### src/hw/otflm_map.vh
// Constants for the over-temperature fault limit monitor.
// Assumes the includer uses them with matching widths.
`ifndef OTFLM_MAP_VH
`define OTFLM_MAP_VH
`define OTFLM_CMD_FAULT_LIMIT  8'h4f
`define OTFLM_PAGE_CH1         8'h00
`define OTFLM_PAGE_CH2         8'h01
`define OTFLM_PAGE_BOTH        8'h11
`define OTFLM_LIMIT_RESET      16'h0091
`define OTFLM_LIMIT_MIN        11'h078
`define OTFLM_LIMIT_MAX        11'h0a5
`define OTFLM_HYST             11'h014
`define OTFLM_MANT_W           11
`define OTFLM_TEMP_FAULT_BIT   7
`define OTFLM_TEMP_WARN_BIT    6
`define OTFLM_BYTE_TEMP_FAULT_OR_WARN_SUMMARY_BIT    2
`define OTFLM_BYTE_CML_BIT     1
`define OTFLM_CML_IVC_BIT      7
`define OTFLM_CML_IVD_BIT      6
`endif

### src/hw/otflm_chan_det.v
// One channel's over-temperature detector with hysteresis.
// Assumes temperature and limit are 11-bit two's complement degrees C.
`default_nettype none
module otflm_chan_det #(
  parameter W = 11
) (
  input  wire         core_clk_i,
  input  wire         nrst_i,
  input  wire [W-1:0] temp_i,
  input  wire [W-1:0] limit_i,
  input  wire [W-1:0] hyst_i,
  output wire         fault_o
);
  reg          fault_q;
  wire [W-1:0] release_lvl;
  assign release_lvl = limit_i - hyst_i;
  always @(posedge core_clk_i)
  begin
    if (!nrst_i)
      fault_q <= 1'b0;
    else if ($signed(temp_i) > $signed(limit_i))
      fault_q <= 1'b1;
    else if ($signed(temp_i) <= $signed(release_lvl))
      fault_q <= 1'b0;
  end
  assign fault_o = fault_q;
endmodule
`default_nettype wire

### src/hw/otflm_top.v
// Over-temperature fault limit, detectors and status for two channels.
// Assumes a PMBus front end delivers decoded word writes and clears,
// and that temperatures arrive from another clock domain.
`include "otflm_map.vh"
`default_nettype none
// Function
// - Fault when temperature exceeds channel limit
// - Fault sets fault, warning and summary flags
// - Fault asserts alert output
// - Fault raises per-channel thermal shutdown
// - Page 0 channel 1, page 1 channel 2
// - Page 11 writes both channels
// - Channel 2 writable only as master
// - Slave channel 2 uses channel 1 limit
// - Slave channel 2 write NACKs, INVALID_COMMAND_FAULT, alert
// - Limit not above warning flags invalid data
// - Power-up limit 145 unless stored value
// - Exponent reads zero, writes ignored
// - Mantissa range 120 to 165 degrees
// - One degree resolution
// - Release 20 degrees below limit
// - Reached via command 4Fh word
module otflm_top (
  input  wire        core_clk_i,
  input  wire        nrst_i,
  input  wire        wr_stb_i,
  input  wire [7:0]  wr_cmd_i,
  input  wire [7:0]  page_i,
  input  wire [15:0] wr_data_i,
  input  wire [7:0]  rd_cmd_i,
  output wire [15:0] rd_data_o,
  output wire        wr_nack_o,
  input  wire        ch2_master_i,
  input  wire        nvm_valid_i,
  input  wire [15:0] nvm_limit_i,
  input  wire [10:0] warn_limit_ch1_i,
  input  wire [10:0] warn_limit_ch2_i,
  input  wire [10:0] temp_ch1_i,
  input  wire [10:0] temp_ch2_i,
  input  wire        clr_temp_i,
  input  wire        clr_cml_i,
  output wire [7:0]  status_temp_ch1_o,
  output wire [7:0]  status_temp_ch2_o,
  output wire [7:0]  status_byte_o,
  output wire [15:0] status_word_o,
  output wire [7:0]  status_cml_o,
  output wire        smb_alert_n_o,
  output wire [1:0]  channel_thermal_shutdown_o
);
  // ==========================================================
  // Input synchronisers
  reg  [10:0] t1_s1_q, t1_s2_q, t2_s1_q, t2_s2_q;
  always @(posedge core_clk_i)
  begin
    t1_s1_q <= temp_ch1_i;
    t1_s2_q <= t1_s1_q;
    t2_s1_q <= temp_ch2_i;
    t2_s2_q <= t2_s1_q;
  end
  // Multi-bit sync is safe only for slow, settled sensor words

  // ==========================================================
  // Limit registers
  reg  [10:0] lim1_q, lim2_q;
  reg         loaded_q;
  wire        is_cmd = wr_stb_i && (wr_cmd_i == `OTFLM_CMD_FAULT_LIMIT);
  wire        pg1    = page_i == `OTFLM_PAGE_CH1;
  wire        pg2    = page_i == `OTFLM_PAGE_CH2;
  wire        pgb    = page_i == `OTFLM_PAGE_BOTH;
  wire [10:0] wmant  = wr_data_i[10:0];
  wire        rng_ok = ($signed(wmant) >= $signed(`OTFLM_LIMIT_MIN)) &&
                       ($signed(wmant) <= $signed(`OTFLM_LIMIT_MAX));
  wire        w1_ok  = $signed(wmant) > $signed(warn_limit_ch1_i);
  wire        w2_ok  = $signed(wmant) > $signed(warn_limit_ch2_i);
  wire        slave_hit = is_cmd && (pg2 || pgb) && !ch2_master_i;
  wire        warn_bad  = is_cmd && !slave_hit && (pg1 || pg2 || pgb) &&
                          (!rng_ok ||
                           ((pg1 || pgb) && !w1_ok) ||
                           ((pg2 || pgb) && !w2_ok));
  wire        do_wr  = is_cmd && !slave_hit && !warn_bad;
  // Full reset word kept whole; only the mantissa is stored
  wire [15:0] lim_rst = `OTFLM_LIMIT_RESET;
  assign wr_nack_o = slave_hit;

  always @(posedge core_clk_i)
  begin
    if (!nrst_i)
    begin
      lim1_q   <= lim_rst[10:0];
      lim2_q   <= lim_rst[10:0];
      loaded_q <= 1'b0;
    end
    else if (!loaded_q)
    begin
      loaded_q <= 1'b1;
      if (nvm_valid_i)
      begin
        lim1_q <= nvm_limit_i[10:0];
        lim2_q <= nvm_limit_i[10:0];
      end
    end
    else if (do_wr)
    begin
      if (pg1 || pgb)
        lim1_q <= wmant;
      if (pg2 || pgb)
        lim2_q <= wmant;
    end
  end

  // Slave channel 2 follows channel 1; stored value kept for master
  wire [10:0] lim2_eff = ch2_master_i ? lim2_q : lim1_q;

  // ==========================================================
  // Detectors
  wire f1, f2;
  otflm_chan_det #(.W(`OTFLM_MANT_W)) u_det1 (
    .core_clk_i (core_clk_i),
    .nrst_i     (nrst_i),
    .temp_i     (t1_s2_q),
    .limit_i    (lim1_q),
    .hyst_i     (`OTFLM_HYST),
    .fault_o    (f1)
  );
  otflm_chan_det #(.W(`OTFLM_MANT_W)) u_det2 (
    .core_clk_i (core_clk_i),
    .nrst_i     (nrst_i),
    .temp_i     (t2_s2_q),
    .limit_i    (lim2_eff),
    .hyst_i     (`OTFLM_HYST),
    .fault_o    (f2)
  );
  assign channel_thermal_shutdown_o = {f2, f1};

  // ==========================================================
  // Sticky status, set wins over clear
  reg [1:0] otf_q, otw_q;
  reg       ivc_q, ivd_q;
  always @(posedge core_clk_i)
  begin
    if (!nrst_i)
    begin
      otf_q <= 2'h0;
      otw_q <= 2'h0;
      ivc_q <= 1'b0;
      ivd_q <= 1'b0;
    end
    else
    begin
      otf_q <= ({f2, f1}) | (clr_temp_i ? 2'h0 : otf_q);
      otw_q <= ({f2, f1}) | (clr_temp_i ? 2'h0 : otw_q);
      ivc_q <= slave_hit | (!clr_cml_i & ivc_q);
      ivd_q <= warn_bad | (!clr_cml_i & ivd_q);
    end
  end

  assign status_temp_ch1_o = {otf_q[0], otw_q[0], 6'h00};
  assign status_temp_ch2_o = {otf_q[1], otw_q[1], 6'h00};
  assign status_cml_o      = {ivc_q, ivd_q, 6'h00};
  wire temp_fault_or_warn_summary = |otf_q | |otw_q;
  wire cml  = ivc_q | ivd_q;
  assign status_byte_o = {5'h00, temp_fault_or_warn_summary, cml, 1'b0};
  assign status_word_o = {8'h00, status_byte_o};
  assign smb_alert_n_o = !(temp_fault_or_warn_summary | cml);

  // ==========================================================
  // Readback of paged limit, exponent reads zero
  reg [15:0] rd_q;
  always @(posedge core_clk_i)
  begin
    if (!nrst_i)
      rd_q <= 16'h0000;
    else if (rd_cmd_i == `OTFLM_CMD_FAULT_LIMIT)
      rd_q <= {5'h00, (pg2 ? lim2_eff : lim1_q)};
    else
      rd_q <= 16'h0000;
  end
  assign rd_data_o = rd_q;
endmodule
`default_nettype wire

### config.mk
export PLATFORM = sky130hd
export DESIGN_NAME = otflm_top
export DESIGN_NICKNAME = d
export VERILOG_FILES = /design/src/hw/otflm_chan_det.v /design/src/hw/otflm_top.v
export VERILOG_INCLUDE_DIRS = /design/src /design/src/hw
export SDC_FILE = /design/constraint.sdc
export NUM_CORES = 1
export LEC_CHECK = 0
export BUFFER_PORTS_ARGS = -buffer_cell sky130_fd_sc_hd__clkbuf_2
export CORE_MARGIN = 2
export CORE_UTILIZATION = 32
export CTS_CLUSTER_SIZE = 24
export DETAILED_ROUTE_END_ITERATION = 8
export PLACE_DENSITY = 0.65
export SYNTH_ARGS = -nofsm -noshare
export SYNTH_HDL_FRONTEND = slang
export SYNTH_SLANG_ARGS = --single-unit
export TNS_END_PERCENT = 50
### constraint.sdc
create_clock -name core_clk_i -period 3.1 [get_ports core_clk_i]
set_clock_uncertainty 0.05 [all_clocks]
set_input_delay 0.31 -clock core_clk_i [delete_from_list [all_inputs] [get_ports core_clk_i]]
set_output_delay 0.31 -clock core_clk_i [all_outputs]
set_load 0.03 [all_outputs]
==> results of run 1 <==
-- layer usage --
metal / wire length [um] / part of all wire / vias up / global-route usage
li1: - / - / 2074 / -
met5: 0 / 0 / - / 0
met3: 824 / 0.068 / 14 / 0.0384
met4: 226 / 0.019 / 0 / 0.0525
met1: 5710 / 0.47 / 1772 / 0.185
met2: 5280 / 0.44 / 140 / 0.232
-- registers in the layout, indices dropped and copies added, names as in the netlist, 2 cells and up --
register   count
lim1_q        11
lim2_q        11
rd_data_o     11
t1_s1_q       11
t1_s2_q       11
t2_s1_q       11
t2_s2_q       11
otf_q          2
otw_q          2
-- worst reg2reg max path: stages, from the launching register on --
cell and delay [ns]:
dfxtp_1 0.41, nor4_1 0.37, nor3b_1 0.31, xnor2_1 0.11, ha_1 0.33, nand2b_1 0.09
a2111oi_0 0.34, nand2_1 0.10, o21ai_0 0.22, o211ai_1 0.11
-- where the power goes --
part	internal [W]	leakage, nW	switching, W
combinational	0.000253	2.05	0.000371
sequential	0.00117	0.715	0.0000444
clock	0.000946	0.189	0.000419
total	0.00236	2.95	0.000834
-- final timing paths --
kind                    endpoint          start  slack, ns
hold reg to reg       t2_s2_q[9]     t2_s1_q[9]       0.27
setup / recovery  u_det1.fault_o      lim1_q[5]       0.52
setup reg to reg  u_det1.fault_o      lim1_q[5]       0.52
hold / removal        t2_s1_q[2]  temp_ch2_i[2]       0.02
-- kinds of logic (layout without fill, tap and decap cells) --
| group | Yosys count | in the layout | share of synthesized area |
|---|---|---|---|
| flip-flops | 86 | 86 | 0.341 |
| buffers and inverters | 108 | 195 | 0.121 |
| AND/OR/NAND/NOR | 151 | 151 | 0.149 |
| AO/OA/AOI/OAI | 83 | 83 | 0.118 |
| multiplexers | 42 | 42 | 0.0870 |
| other | 1 | 43 | 0.000743 |
| XOR/XNOR | 14 | 14 | 0.0243 |
| adder cells (fa/ha/maj) | 64 | 64 | 0.159 |
-- metrics by stage --
stage	util	setup WS, ns	power [W]	instances	hold WS [ns]
after detailed placement	0.375	0.324	0.00185	873	0.262
after global routing	0.400	0.177	0.00336	889	0.0110
after global placement	0.375	0.317	0.00185	873	0.262
after CTS	0.400	0.528	0.00323	889	0.00697
final	0.400	0.518	0.00320	889	0.0186
after floorplan	-	0.105	0.00171	591	0.260
-- area by class of cell --
class,instances,area share
clock buffer,9,0.0368
clock inverter,7,0.0261
inverter,42,0.0257
multi-input combinational,397,0.469
sequential,86,0.281
tap,211,0.0431
timing repair buffer,137,0.118
-- cells in the final DEF, fill, tap and decap left out, drive strengths merged, types with 9 or more instances in the layout --
cell type,Yosys,layout
a21oi,25,25
buf,53,16
clkbuf,13,130
conb,1,43
dfxtp,86,86
ha,64,64
inv,42,42
mux2,15,15
mux2i,27,27
nand2,42,42
nand2b,10,10
nand3,11,11
nand4,13,13
nor2,36,36
nor2b,9,9
o21ai,15,15
xnor2,10,10
==> metrics.csv, run 1 <==
stage,metric,value,unit
cts,Worst-path clk slew,0.06,ns
worst_setup_path,max incr delay on CP,0.41,ns
cts,Max clock buf depth,2,
worst_setup_path,Setup Crit Path Kind,flip-flop to flip-flop,
worst_setup_path,crit-path leading delay family,simple AND/OR/NAND/NOR gates,
floorplanning,Die Wd,130,um
place,PortBufs,121,
synth,YS warnings,0,
sta,Final setup viols,0,
job,Max Cap Viol,0,
global_route,GRT Total Usage,0.144,
sta,relative slew slack,0.639,
cts,setup bufs post-CTS,0,
detailed_routing,Detailed Routing Iterations Pass 1,4,
floorplanning,die area,16800,um2
final_layout,ant diodes,0,
cts,H-tree levels,3,
sta,RSZ-0062 raised after global routing,no,
worst_setup_path,CP Data Required Time,3.26,ns
place,RePlAce Congestion,0.882,
global_route,first-pass GRT wire length,18700,um
sta,f_max,387,MHz
synth,cell taking the most area after synthesis,dfxtp_1,
final_layout,fraction of layout cells with a size suffix above 1,0.264,
synth,"EDFF count, synth",0,
floorplanning,# IOs,175,
synth,largest cells by area after synthesis,"dfxtp_1 34%, ha_1 16%, buf_4 7.6%",
synth,share of the synthesized area in the top cell type,0.341,
cts,CTS tree,done,
worst_setup_path,WP buf/inv,0,
synth,Mapped Area,5050,um2
floorplanning,Initial Utilization,0.330,
cts,post_cts resized,0,
worst_setup_path,Setup crit start kind,flip-flop,
pwr,P_leak,2.95,nW
detailed_routing,vias per inst,4.50,
synth,sequential area share after synthesis,0.341,
global_route,GR Overflow Total,0,
worst_setup_path,R2R depth,9,
cts,worst skew pair latency,0.34,ns
synth,syn_area_per_cell,9.20,um2
place,placed cell areas,5740,um2
pwr,Pwr per Cell Area,522,nW/um2
detailed_routing,DRC violations left,0,
final_layout,Total Nets Final,844,
sta,final worst path period need,2.58,ns
synth,most frequent cells after synthesis,"86 x dfxtp_1, 64 x ha_1, 51 x buf_4, 42 x inv_1, 42 x nand2_1",
detailed_routing,post-detailed-route wirelength per cell,13.5,um
cts,TritonCTS Buffers,9,
synth,count of cell types in the netlist,55,
worst_setup_path,Crit. End Element,flip-flop,
worst_setup_path,Worst path depth,9,
floorplanning,core area,15300,um2
sta,Worst-Margin Slew,0.540,ns
sta,max-slew violations,0,
worst_setup_path,CP max FO,8,
synth,most common cell in the synthesized netlist,dfxtp_1,
detailed_routing,Detailed Route WL,12000,um
final_layout,area occupied by multi-input gates,2870,um2
worst_setup_path,Crit-path slowest cell,dfxtp_1,
global_route,initial antenna violation count,0,
cts,hold-fix buffers at CTS,0,
pwr,Max VDD drop,0.272,mV
final_layout,"Design Area, Final",6130,um2
worst_setup_path,worst path cell trace,nor4_1 > nor3b_1 > xnor2_1 > ha_1 > nand2b_1 > a2111oi_0 > nand2_1 > o21ai_0 > o211ai_1,
final_layout,number of fill cells,1590,
sta,Hold Fails Final Rpt,0,
sta,Setup TNS,0,ns
global_route,vias in the first global route,3736,
synth,Post-Synthesis Cells,549,
synth,async set or reset register ratio after synthesis,0,
floorplanning,DIE HEIGHT,130,um
cts,CTS root buf,clkbuf_16,
sta,period utilisation layout,0.833,
final_layout,Area Growth Syn to Fin,21.4,%
cts,Clock Sinks,86,
detailed_routing,First DRT Iteration DRCs,168,
run_status,outcome,finished clean,
hold_path,type of the worst min-delay path,input port to flip-flop,
floorplanning,# rows,45,
global_route,largest net degree at the start of global routing,30,
hold_path,Hold Path Depth,1,
synth,Main synth FF type,dfxtp_1,
final_layout,Sequential Area,1720,um2
place,post-DP HPWL,9730,um
detailed_routing,DR vias,4000,
synth,post-synthesis sequential element count,86,
worst_setup_path,arrival time at the worst endpoint,2.74,ns
detailed_routing,Final ANT Viol Nets,0,
Note: power is estimated with default switching activity, not from simulation.
==> run 2, diff against run 1 <==
- PLACE_DENSITY: 0.65 -> 0.63
- clock period: 3.1 -> 2.5 ns (I/O delays scaled with it)
==> metrics.csv, run 2 (synthesized netlist as in run 1, its figures left out) <==
stage,metric,value,unit,change
run_status,outcome,finished clean,,unchanged
worst_setup_path,CP Data Required Time,2.66,ns,was 3.26 ns
pwr,internal power,0.00265,W,was 0.00236 W
pwr,Pwr per Cell Area,569,nW/um2,was 522 nW/um2
worst_setup_path,CP most frequent cell,ha_1,,
cts,CTS root buf,clkbuf_16,,unchanged
final_layout,Area Growth Syn to Fin,29.1,%,was 21.4%
worst_setup_path,Setup crit start kind,flip-flop,,unchanged
sta,final worst setup slack,0.162,ns,was 0.518 ns
final_layout,number of fill cells,1569,,"was 1,590"
job,Max Cap Viol,0,,unchanged
cts,Clock Sinks,86,,unchanged
pwr,Switch Pwr,0.00106,W,was 0.000834 W
global_route,vias in the first global route,3914,,"was 3,736"
pwr,power share of the clock group,0.366,,was 0.427
sta,final worst path period need,2.34,ns,was 2.58 ns
pwr,Seq pwr share,0.405,,was 0.378
global_route,first-pass GRT wire length,19000,um,"was 18,700 um"
worst_setup_path,Setup Crit Path Kind,flip-flop to flip-flop,,unchanged
detailed_routing,DR vias,4144,,"was 4,000"
global_route,largest net degree at the start of global routing,29,,was 30
final_layout,ant diodes,0,,unchanged
sta,Setup TNS,0,ns,unchanged
cts,TritonCTS Buffers,9,,unchanged
cts,setup bufs post-CTS,0,,unchanged
place,placed instance count,898,,was 873
floorplanning,die area,16800,um2,unchanged
final_layout,post-route non-filler standard cell count,936,,was 889
cts,Max clock buf depth,2,,unchanged
detailed_routing,First DRT Iteration DRCs,153,,was 168
worst_setup_path,arrival time at the worst endpoint,2.49,ns,was 2.74 ns
place,dpl ws,-0.149,ns,was 0.324 ns
detailed_routing,Final ANT Viol Nets,0,,unchanged
worst_setup_path,Crit. End Element,flip-flop,,unchanged
floorplanning,# rows,45,,unchanged
cts,Worst-path clk slew,0.06,ns,about the same
final_layout,"Design Area, Final",6520,um2,was 6130 um2
sta,Final setup viols,0,,unchanged
global_route,initial antenna violation count,0,,unchanged
detailed_routing,Detailed Route WL,12000,um,about the same
worst_setup_path,max incr delay on CP,0.39,ns,was 0.41 ns
pwr,sw frac,0.287,,was 0.261
floorplanning,core area,15300,um2,unchanged
detailed_routing,post-detailed-route wirelength per cell,12.9,um,was 13.5 um
sta,f_max,428,MHz,was 387 MHz
detailed_routing,vias per inst,4.43,,was 4.50
worst_setup_path,CP max FO,4,,was 8
global_route,GRT Total Usage,0.145,,was 0.144
floorplanning,Die Wd,130,um,unchanged
final_layout,fraction of layout cells with a size suffix above 1,0.297,,was 0.264
sta,max-slew violations,0,,unchanged
pwr,Power Total,0.00371,W,was 0.00320 W
worst_setup_path,worst path cell trace,inv_1 > ha_1 > nor2_4 > nor4_2 > xnor2_1 > ha_1 > a2111oi_1 > nand2_1 > o21ai_0 > o211ai_1,,was nor4_1 > nor3b_1 > xnor2_1 > ha_1 > nand2b_1 > a2111oi_0 > nand2_1 > o21ai_0 > o211ai_1
sta,relative slew slack,0.596,,was 0.639
global_route,GR Overflow Total,0,,unchanged
pwr,Max VDD drop,0.319,mV,was 0.272 mV
final_layout,Total Nets Final,891,,was 844
cts,CTS tree,done,,unchanged
detailed_routing,DRC violations left,0,,unchanged
worst_setup_path,Crit-path slowest cell,a2111oi_1,,was dfxtp_1
place,post-DP HPWL,9970,um,was 9730 um
final_layout,"commonest cells after routing, fill and taps aside","121 x clkbuf_2, 82 x dfxtp_1, 63 x ha_1",,"was 121 x clkbuf_2, 86 x dfxtp_1, 64 x ha_1"
floorplanning,# IOs,175,,unchanged
sta,Worst-Margin Slew,0.606,ns,was 0.540 ns
floorplanning,DIE HEIGHT,130,um,unchanged
cts,worst skew pair latency,0.34,ns,about the same
place,placed cell areas,5960,um2,was 5740 um2
place,PortBufs,121,,unchanged
sta,Hold Fails Final Rpt,0,,unchanged
sta,period utilisation layout,0.935,,was 0.833
worst_setup_path,crit-path leading delay family,compound AO/OA/AOI/OAI gates,,was simple AND/OR/NAND/NOR gates
cts,H-tree levels,3,,unchanged
worst_setup_path,WP buf/inv,1,,was 0
hold_path,type of the worst min-delay path,input port to flip-flop,,unchanged
final_layout,"commonest non-fill, non-tap cell in the layout",clkbuf_2,,unchanged
floorplanning,Initial Utilization,0.330,,unchanged
place,RePlAce Congestion,0.880,,was 0.882
pwr,P_leak,3.13,nW,was 2.95 nW
detailed_routing,Detailed Routing Iterations Pass 1,4,,unchanged
pwr,Combinational Power Share,0.229,,was 0.195
sta,RSZ-0062 raised after global routing,no,,unchanged
run 2: through the flow:
stage	hold slack [ns]	utilization
2_1_floorplan	0.228	-
3_3_place_gp	0.261	0.389
6_report	0.153	0.426
3_5_place_dp	0.262	0.389
4_1_cts	0.147	0.424
5_1_grt	0.177	0.426
run 2: layout make-up:
cell class,instances,area [um2],share of cell area
Multi-Input combinational cell,397,2930,0.449
Sequential cell,86,1730,0.265
Timing Repair Buffer,184,1130,0.174
Tap cell,211,264,0.0405
Clock buffer,11,253,0.0388
Inverter,42,158,0.0242
Clock inverter,5,57.6,0.00883
run 2: repair_timing:
item / 4_1_cts / 5_1_grt
gates cloned: 0 / 0
pin swaps: 0 / 1
hold endpoints to repair: 22 / 0
gates resized for setup: 2 / 9
hold buffers: 22 / 0
endpoints found under the setup margin: 1 / 2
run 2: worst min-delay path: cells and delay by family:
| kind | cells | cell delay [ns] |
|---|---|---|
| and+or+nand+nor | 1 | 0.09 |
| buffers and inverters | 1 | 0.08 |
| AOI/OAI and AO/OA | 1 | 0.07 |
run 2: power groups by stage:
stage	Clock (W)	Sequential (W)	Combinational, W
2_1_floorplan	0	0.00152	0.000607
6_report	0.00136	0.00150	0.000850
4_1_cts	0.00141	0.00150	0.000849
3_3_place_gp	0	0.00153	0.000811
5_1_grt	0.00147	0.00151	0.000949
3_5_place_dp	0	0.00153	0.000816
run 2: per-layer routing:
| metal | part of all wire | up-vias | GRT usage | routed length, um |
|---|---|---|---|---|
| li1 | - | 2168 | - | - |
| met2 | 0.45 | 144 | 0.237 | 5380 |
| met4 | 0.015 | 0 | 0.0506 | 178 |
| met1 | 0.47 | 1817 | 0.189 | 5660 |
| met5 | 0 | - | 0 | 0 |
| met3 | 0.069 | 15 | 0.0318 | 833 |
run 2: path summary, 6_finish.rpt:
kind,from,end,slack [ns],cells past startpoint
hold reg to reg,t2_s1_q[9],t2_s2_q[9],0.27,0
setup / recovery,lim1_q[3],u_det1.fault_o,0.16,10
setup reg to reg,lim1_q[3],u_det1.fault_o,0.16,10
hold / removal,clr_cml_i,ivd_q,0.15,3
